===== config.mk =====
export PLATFORM = sky130hd
export DESIGN_NAME = uirq_top
export DESIGN_NICKNAME = d
export VERILOG_FILES = /design/src/inc/uirq_pkg.sv /design/src/verilog/uirq_top.sv
export SDC_FILE = /design/constraint.sdc
export NUM_CORES = 1
export LEC_CHECK = 0
export ABC_AREA = 0
export BUFFER_PORTS_ARGS = -buffer_cell sky130_fd_sc_hd__buf_2
export CAP_MARGIN = 30
export CELL_PAD_IN_SITES_DETAIL_PLACEMENT = 1
export CELL_PAD_IN_SITES_GLOBAL_PLACEMENT = 2
export CORE_MARGIN = 8
export CORE_UTILIZATION = 28
export CTS_CLUSTER_DIAMETER = 100
export DETAILED_ROUTE_END_ITERATION = 10
export GPL_TIMING_DRIVEN = 0
export HOLD_SLACK_MARGIN = 0.05
export PLACE_DENSITY_LB_ADDON = 0.1
export RECOVER_POWER = 25
export SKIP_CTS_REPAIR_TIMING = 1
export SYNTH_ARGS = -nofsm -noshare
export SYNTH_HDL_FRONTEND = slang
export SYNTH_SLANG_ARGS = --single-unit

===== constraint.sdc =====
create_clock -name i_clk_sys -period 2.2 [get_ports i_clk_sys]
set_input_delay 0.11 -clock i_clk_sys [delete_from_list [all_inputs] [get_ports i_clk_sys]]
set_output_delay 0.11 -clock i_clk_sys [all_outputs]
set_load 0.05 [all_outputs]

===== src/inc/uirq_pkg.sv =====
// Constants and types for the UART interrupt identity and line format block.
// Assumes a 32-bit APB slave port with byte addresses, one register per word.
package uirq_pkg;

  // Register byte offsets
  localparam logic [7:0] OFS_IDENT = 8'h00;
  localparam logic [7:0] OFS_LFC = 8'h04;
  localparam logic [7:0] OFS_FIFO = 8'h08;
  localparam logic [7:0] OFS_EVT_STAT = 8'h0c;
  localparam logic [7:0] OFS_EVT_MASK = 8'h10;

  // Interrupt sources, in falling priority order
  localparam int NSRC = 5;
  localparam logic [2:0] SRC_LINE = 3'h0;
  localparam logic [2:0] SRC_RXDATA = 3'h1;
  localparam logic [2:0] SRC_RXTMO = 3'h2;
  localparam logic [2:0] SRC_TXEMPTY = 3'h3;
  localparam logic [2:0] SRC_MODEM = 3'h4;

  // Identity codes for the low nibble, and values for identity bits 5:4 and 7:6
  localparam logic [3:0] ID_LINE = 4'h6;
  localparam logic [3:0] ID_RXDATA = 4'h4;
  localparam logic [3:0] ID_RXTMO = 4'hc;
  localparam logic [3:0] ID_TXEMPTY = 4'h2;
  localparam logic [3:0] ID_MODEM = 4'h0;
  localparam logic [3:0] ID_NONE = 4'h1;
  localparam logic [1:0] ID_UNUSED = 2'h0;
  localparam logic [1:0] ID_FIFO_ON = 2'h3;
  localparam logic [1:0] ID_FIFO_OFF = 2'h0;

  // Line format control fields
  localparam int LFC_DLAB_BIT = 7;
  localparam int LFC_BRK_BIT = 6;
  localparam int LFC_PAR_MSB = 5;
  localparam int LFC_PAR_LSB = 3;
  localparam int LFC_STOP_BIT = 2;
  localparam int LFC_WLEN_MSB = 1;
  localparam int LFC_WLEN_LSB = 0;
  localparam logic [7:0] LFC_RESET = 8'h00;
  localparam logic [2:0] PAR_SEL_ODD = 3'h1;
  localparam logic [2:0] PAR_SEL_EVEN = 3'h3;
  localparam logic [2:0] PAR_SEL_FORCE1 = 3'h5;
  localparam logic [2:0] PAR_SEL_FORCE0 = 3'h7;
  localparam logic [3:0] WLEN_BASE = 4'h5;
  localparam logic [1:0] WLEN_FIVE = 2'h0;

  // Stop length in half bit times
  localparam logic [2:0] STOP_ONE = 3'h2;
  localparam logic [2:0] STOP_ONE_HALF = 3'h3;
  localparam logic [2:0] STOP_TWO = 3'h4;

  localparam int FIFO_EN_BIT = 0;
  localparam logic [4:0] MASK_RESET = 5'h00;
  localparam logic [31:0] RD_ZERO = 32'h0000_0000;

  typedef enum logic [2:0] {
    PAR_NONE = 3'h0,
    PAR_ODD = 3'h1,
    PAR_EVEN = 3'h2,
    PAR_FORCE1 = 3'h3,
    PAR_FORCE0 = 3'h4
  } uirq_par_t;

  // Gray path: idle -> hold -> idle
  typedef enum logic {
    RPT_IDLE = 1'b0,
    RPT_HOLD = 1'b1
  } uirq_rpt_t;

endpackage


===== src/verilog/uirq_top.sv =====
// Per-channel interrupt identity and line format control of a UART, APB slave.
// Assumes event inputs are single-cycle pulses from logic on i_clk_sys.
// Behaviour
// Four priority levels; identity read shows code of highest pending source.
// A reported interrupt is not replaced by another until it is serviced.
// Identity read clears only the reported source; lower ones show on reread.
// Line status condition: level 1, code 0110.
// Received data available: level 2, code 0100.
// Receive timeout: level 2, code 1100, differs from data by bit 3.
// Transmit holding empty: level 3, code 0010.
// Modem status change: level 4, code 0000.
// Identity bits 7:6 read 11 in FIFO mode, 00 otherwise and by default.
// Identity bits 5:4 always read zero.
// Identity bit 0 is 0 while pending, 1 when none, 1 after reset.
// Format bit 7 enables divisor latch access; clear after reset.
// Format bit 6 holds serial output low as break until cleared.
// Format bits 5:3 select none, odd, even or forced-zero parity.
// Format bit 2 gives one, one and a half or two stop bits.
// Format bits 1:0 give five to eight data bits; default five.
// FIFO enable bit selects FIFO mode and drives identity bits 7:6.
// Pattern 101 selects parity forced to one.
// Line format control resets to all zeros.
//
// Implementation choices: the placing of the registers and the APB slave port.
module uirq_top #(
  parameter int ADDR_W = 8
) (
  // Clock and reset
  input wire logic i_clk_sys,
  input wire logic i_rst,
  // APB slave
  input wire logic i_psel,
  input wire logic i_penable,
  input wire logic i_pwrite,
  input wire logic [ADDR_W-1:0] i_paddr,
  input wire logic [31:0] i_pwdata,
  input wire logic [3:0] i_pstrb,
  output logic [31:0] o_prdata,
  output logic o_pready,
  output logic o_pslverr,
  // Interrupt source events
  input wire logic i_line_condition_status_evt,
  input wire logic i_rx_data_available_evt,
  input wire logic i_rx_timeout_evt,
  input wire logic i_tx_holding_empty_evt,
  input wire logic i_modem_change_status_evt,
  // Serial transmit path
  input wire logic i_tx_serial,
  output logic o_tx_line,
  // Line format to transmitter and receiver
  output logic o_divisor_access,
  output logic [3:0] o_word_bits,
  output logic [2:0] o_stop_halves,
  output uirq_pkg::uirq_par_t o_parity_mode,
  output logic o_fifo_en,
  // Interrupt
  output logic o_irq
);
  import uirq_pkg::*;

  logic [NSRC-1:0] evt;
  logic [NSRC-1:0] pend_q, pend_d, clr_vec;
  logic [NSRC-1:0] stat_q, mask_q;
  logic [7:0] lfc_q;
  logic fifo_en_q;
  uirq_rpt_t rpt_q;
  logic [2:0] cur_q, top_src;
  logic [3:0] cur_code;
  logic [7:0] ident;
  logic setup, acc_wr, acc_rd, hit;
  logic [7:0] offs;
  logic rd_clr_ok_q, id_clr;
  logic [31:0] rd_val;

  assign evt = {i_modem_change_status_evt, i_tx_holding_empty_evt, i_rx_timeout_evt,
                i_rx_data_available_evt, i_line_condition_status_evt};

  // Bus decode; zero wait states, so the access phase always completes
  assign offs = 8'(i_paddr);
  assign setup = i_psel && !i_penable;
  assign acc_wr = i_psel && i_penable && i_pwrite;
  assign acc_rd = i_psel && i_penable && !i_pwrite;
  assign o_pready = 1'b1;
  assign hit = (offs == OFS_IDENT) || (offs == OFS_LFC) || (offs == OFS_FIFO) ||
               (offs == OFS_EVT_STAT) || (offs == OFS_EVT_MASK);

  // Highest-priority pending source, lowest index wins
  always_comb begin
    top_src = SRC_MODEM;
    for (int i = NSRC - 1; i >= 0; i--) begin
      if (pend_q[i]) begin
        top_src = 3'(i);
      end
    end
  end

  always_comb begin
    case (cur_q)
      SRC_LINE: cur_code = ID_LINE;
      SRC_RXDATA: cur_code = ID_RXDATA;
      SRC_RXTMO: cur_code = ID_RXTMO;
      SRC_TXEMPTY: cur_code = ID_TXEMPTY;
      default: cur_code = ID_MODEM;
    endcase
  end


  assign ident = {(fifo_en_q ? ID_FIFO_ON : ID_FIFO_OFF), ID_UNUSED,
                  (rpt_q == RPT_HOLD) ? cur_code : ID_NONE};

  // The clear only acts if the read, sampled at setup, saw a reported source
  assign id_clr = acc_rd && (offs == OFS_IDENT) && rd_clr_ok_q;

  always_comb begin
    clr_vec = '0;
    if (id_clr) begin
      clr_vec[cur_q] = 1'b1;
    end
  end

  // Masked events latch as pending; a same-cycle event beats the read clear
  assign pend_d = (pend_q & ~clr_vec) | (evt & mask_q);

  always_ff @(posedge i_clk_sys) begin
    if (i_rst) begin
      pend_q <= '0;
    end else begin
      pend_q <= pend_d;
    end
  end

  // Reporting latch: frozen while a source is reported and unserviced
  always_ff @(posedge i_clk_sys) begin
    if (i_rst) begin
      rpt_q <= RPT_IDLE;
      cur_q <= SRC_LINE;
    end else begin
      case (rpt_q)
        RPT_IDLE: begin
          if (|pend_q) begin
            rpt_q <= RPT_HOLD;
            cur_q <= top_src;
          end
        end
        RPT_HOLD: begin
          if (id_clr) begin
            rpt_q <= RPT_IDLE;
          end
        end
        default: rpt_q <= RPT_IDLE;
      endcase
    end
  end

  // Line format control register
  always_ff @(posedge i_clk_sys) begin
    if (i_rst) begin
      lfc_q <= LFC_RESET;
    end else if (acc_wr && (offs == OFS_LFC) && i_pstrb[0]) begin
      lfc_q <= i_pwdata[7:0];
    end
  end

  // FIFO setup control, only the enable bit lives here
  always_ff @(posedge i_clk_sys) begin
    if (i_rst) begin
      fifo_en_q <= 1'b0;
    end else if (acc_wr && (offs == OFS_FIFO) && i_pstrb[0]) begin
      fifo_en_q <= i_pwdata[FIFO_EN_BIT];
    end
  end

  // Sticky event status, write one to clear; set wins over clear
  always_ff @(posedge i_clk_sys) begin
    if (i_rst) begin
      stat_q <= '0;
    end else if (acc_wr && (offs == OFS_EVT_STAT) && i_pstrb[0]) begin
      stat_q <= (stat_q & ~i_pwdata[NSRC-1:0]) | evt;
    end else begin
      stat_q <= stat_q | evt;
    end
  end

  always_ff @(posedge i_clk_sys) begin
    if (i_rst) begin
      mask_q <= MASK_RESET;
    end else if (acc_wr && (offs == OFS_EVT_MASK) && i_pstrb[0]) begin
      mask_q <= i_pwdata[NSRC-1:0];
    end
  end

  assign o_irq = |(stat_q & mask_q);

  // Read data is captured in the setup cycle, so it comes from flops
  always_comb begin
    case (offs)
      OFS_IDENT: rd_val = {24'h00_0000, ident};
      OFS_LFC: rd_val = {24'h00_0000, lfc_q};
      OFS_FIFO: rd_val = {31'h0000_0000, fifo_en_q};
      OFS_EVT_STAT: rd_val = {27'h000_0000, stat_q};
      OFS_EVT_MASK: rd_val = {27'h000_0000, mask_q};
      default: rd_val = RD_ZERO;
    endcase
  end

  always_ff @(posedge i_clk_sys) begin
    if (i_rst) begin
      o_prdata <= RD_ZERO;
      o_pslverr <= 1'b0;
      rd_clr_ok_q <= 1'b0;
    end else if (setup) begin
      o_prdata <= i_pwrite ? RD_ZERO : rd_val;
      o_pslverr <= !hit;
      rd_clr_ok_q <= (rpt_q == RPT_HOLD);
    end
  end

  // Decoded format, registered toward the serial engines
  always_ff @(posedge i_clk_sys) begin
    if (i_rst) begin
      o_tx_line <= 1'b1;
      o_divisor_access <= 1'b0;
      o_word_bits <= WLEN_BASE;
      o_stop_halves <= STOP_ONE;
      o_parity_mode <= PAR_NONE;
      o_fifo_en <= 1'b0;
    end else begin
      o_tx_line <= i_tx_serial && !lfc_q[LFC_BRK_BIT];
      o_divisor_access <= lfc_q[LFC_DLAB_BIT];
      o_word_bits <= WLEN_BASE + 4'(lfc_q[LFC_WLEN_MSB:LFC_WLEN_LSB]);
      if (!lfc_q[LFC_STOP_BIT]) begin
        o_stop_halves <= STOP_ONE;
      end else if (lfc_q[LFC_WLEN_MSB:LFC_WLEN_LSB] == WLEN_FIVE) begin
        o_stop_halves <= STOP_ONE_HALF;
      end else begin
        o_stop_halves <= STOP_TWO;
      end
      case (lfc_q[LFC_PAR_MSB:LFC_PAR_LSB])
        PAR_SEL_ODD: o_parity_mode <= PAR_ODD;
        PAR_SEL_EVEN: o_parity_mode <= PAR_EVEN;
        PAR_SEL_FORCE1: o_parity_mode <= PAR_FORCE1;
        PAR_SEL_FORCE0: o_parity_mode <= PAR_FORCE0;
        default: o_parity_mode <= PAR_NONE;
      endcase
      o_fifo_en <= fifo_en_q;
    end
  end
endmodule


==> metrics.txt <==
WS Path Type reg2out; Sequential cell area 1020 µm²; initial antenna violation count 0; Vias/cell 4.64; GRT Total Usage 12.9%; final antenna diode count 0; Max Clock Skew 0.00955 ns; Synth top area share 42.0%; pwr dens 581 nW/µm²; clk buf depth 2; DRT iter0 DRCs 78; Clock Latency Late Sink 0.30 ns; Rel. slew slack 58.5%; P&R area growth vs syn 22.6%; period utilisation layout 68.0%; crit path DAT 1.38 ns; VDD IR-drop max 263 µV; Synthesis Warnings 0; most common cell in the netlist dfxtp_1; Ports 103; Reg clk slew, reported paths 0.09 ns; First-pass DRT Iterations 4; clock network fraction of total power 30.8%; clk sinks 51; Post-synth EDFFs 0; leading area contributor after synthesis dfxtp_1; H-tree levels 2; Slew @ Worst Pin 0.623 ns; global-route wire length before repair 12000 µm; Post-Synthesis Cells 281; Hold Path Class in2reg; largest net degree at the start of global routing 15; Root Driver clkbuf_8; nets 418; fmax 669 MHz; CP max FO 4; Sw Ratio 29.0%; gp weighted congestion 0.723; Combinational Power Share 15.1%; Initial Util 28.4%; Routed Antenna Nets 0; fillers 1072; footprint of the multi-input gates 1180 µm²; outcome finished clean; FF-to-FF setup slack 0.78 ns; Die H 109 µm; TritonCTS Buffers 5; Pint 1230 µW; Post-Syn Area 2430 µm²; Post-DP HPWL 6050 µm; Routed WL per cell 16.3 µm; top cells by area, synth dfxtp_1 42%, buf_4 8.0%, a21oi_1 5.2%, mux2i_1 4.5%, o21ai_0 4.1%; Yosys reg bits 51; met1 usage 16.9%; global routing met2 resource utilization 21.1%; layout cells sized above 1 23.8%; number of setup violations in the final report 0; vias in the first global route 2247; power consumption 1730 µW; Hold Fails Final Rpt 0; met3 GRT Util 3.37%; DRC 0; # port buffers 49; DRT Wirelength 7650 µm; total core area 8550 µm²; Avg Inst Size Synth 8.64 µm²; asr flop ratio synth 0%; Rows 34; Hold WS 0.0532 ns; Seq/Total Area, Yosys 42.0%; NetSw 502 µW; Cell Area, Placed 2900 µm²; die width 109 µm; CTS tree built; Synth Flop Type dfxtp_1; Critical Path RT 2.09 ns; Commonest cells post-synth 51 x dfxtp_1, 26 x buf_4, 25 x a21oi_1, 23 x nor2_1, 22 x nand2_1; final slew viol count 0; Worst Setup Start Kind register; core occupancy in the finished layout 34.8%; vias 2181; die area 11900 µm²; Synth cell types 47; Final TNS setup 0 ns; leakage 0.00130 µW; Final Critical Period 1.49 ns; GRT busiest layer met2; Worst Setup End Kind output port; RSZ-0062 raised after global routing false; Flop pwr share 54.1%; max_cap viols 0; global route overflow 0; Final Instance Area 2980 µm²
-- cells by family after synthesis --
family                     count (synthesis)  share of synthesized area (%)
buffers and inverters                     54                           12.9
muxes                                     12                           5.00
adders and majority gates                  2                           1.03
xor gates and xnor gates                   2                          0.721
other                                      2                          0.309
and+or+nand+nor                           88                           20.2
AOI/OAI and AO/OA                         70                           17.8
DFF                                       51                           42.0
-- sequential cells by signal (all words and copies together) (netlist names) --
| register | cells |
|---|---|
| stat_q | 5 |
| o_divisor_access | 1 |
| fifo_en_q | 1 |
| rpt_q | 1 |
| o_word_bits | 4 |
| o_parity_mode | 3 |
| cur_q | 3 |
| lfc_q | 8 |
| mask_q | 5 |
| o_pslverr | 1 |
| o_prdata | 8 |
| pend_q | 5 |
| o_fifo_en | 1 |
| o_stop_halves | 3 |
| o_tx_line | 1 |
| rd_clr_ok_q | 1 |
-- critical path, stage by stage, from the launching register on --
cell	delay [ns]
dfxtp_1	0.37
a222oi_1	0.39
nand2_1	0.10
buf_2	0.23
-- layer usage --
layer / vias to the layer above / share of wire [%]
met5: - / 0
met4: 0 / 0.59
met3: 4 / 5.6
met2: 47 / 46
met1: 1042 / 47
li1: 1088 / -
-- worst paths after layout --
check	start	endpoint	depth (start not counted)
max	mask_q[4]$_SDFFE_PP0P_	o_irq	3
min	i_pwdata[6]	lfc_q[6]$_SDFFE_PP0P_	3
max reg2reg	cur_q[1]$_SDFFE_PP0P_	o_prdata[2]$_SDFFE_PP0P_	5
min reg2reg	lfc_q[0]$_SDFFE_PP0P_	o_word_bits[0]$_SDFF_PP1_	1
-- layout make-up --
cell class / count / area share (%)
clock inverter: 1 / 0.168
multi-input combinational: 199 / 39.7
tap: 108 / 4.54
timing repair buffer: 50 / 8.28
inverter: 15 / 1.89
sequential: 51 / 34.3
clock buffer: 7 / 2.56
buffer: 39 / 8.61
-- through the flow --
stage / setup WS (ns) / cells
detailed placement: 0.476 / 461
CTS: 0.697 / 469
global placement: 0.474 / 461
global route: 0.640 / 470
floorplan: 0.972 / 304
finish: 0.705 / 470
-- power by group through the flow --
stage	clock, µW	sequential, µW	combinational, µW
finish	532	937	261
floorplan	0	964	183
detailed placement	0	959	259
CTS	555	938	260
global placement	0	959	259
global route	586	939	280
-- placed cells by master (no fill, tap or decap), types with 3 or more instances in the layout --
cell type | synthesis | routed
conb_1 | 2 | 25
dfxtp_1 | 51 | 51
nor2_1 | 23 | 23
a22oi_1 | 3 | 3
nand2_1 | 22 | 22
nor3_1 | 6 | 6
mux2i_1 | 11 | 11
nand4_1 | 3 | 3
buf_2 | 4 | 46
a32o_1 | 4 | 4
nor2b_1 | 6 | 6
nand2b_1 | 4 | 4
clkbuf_8 | 0 | 5
nand3_1 | 11 | 11
inv_1 | 13 | 13
clkbuf_1 | 7 | 16
o21ai_0 | 20 | 20
buf_4 | 26 | 26
a21oi_1 | 25 | 25
a32oi_1 | 4 | 4
No activity file was read; power rests on OpenSTA's default activity.
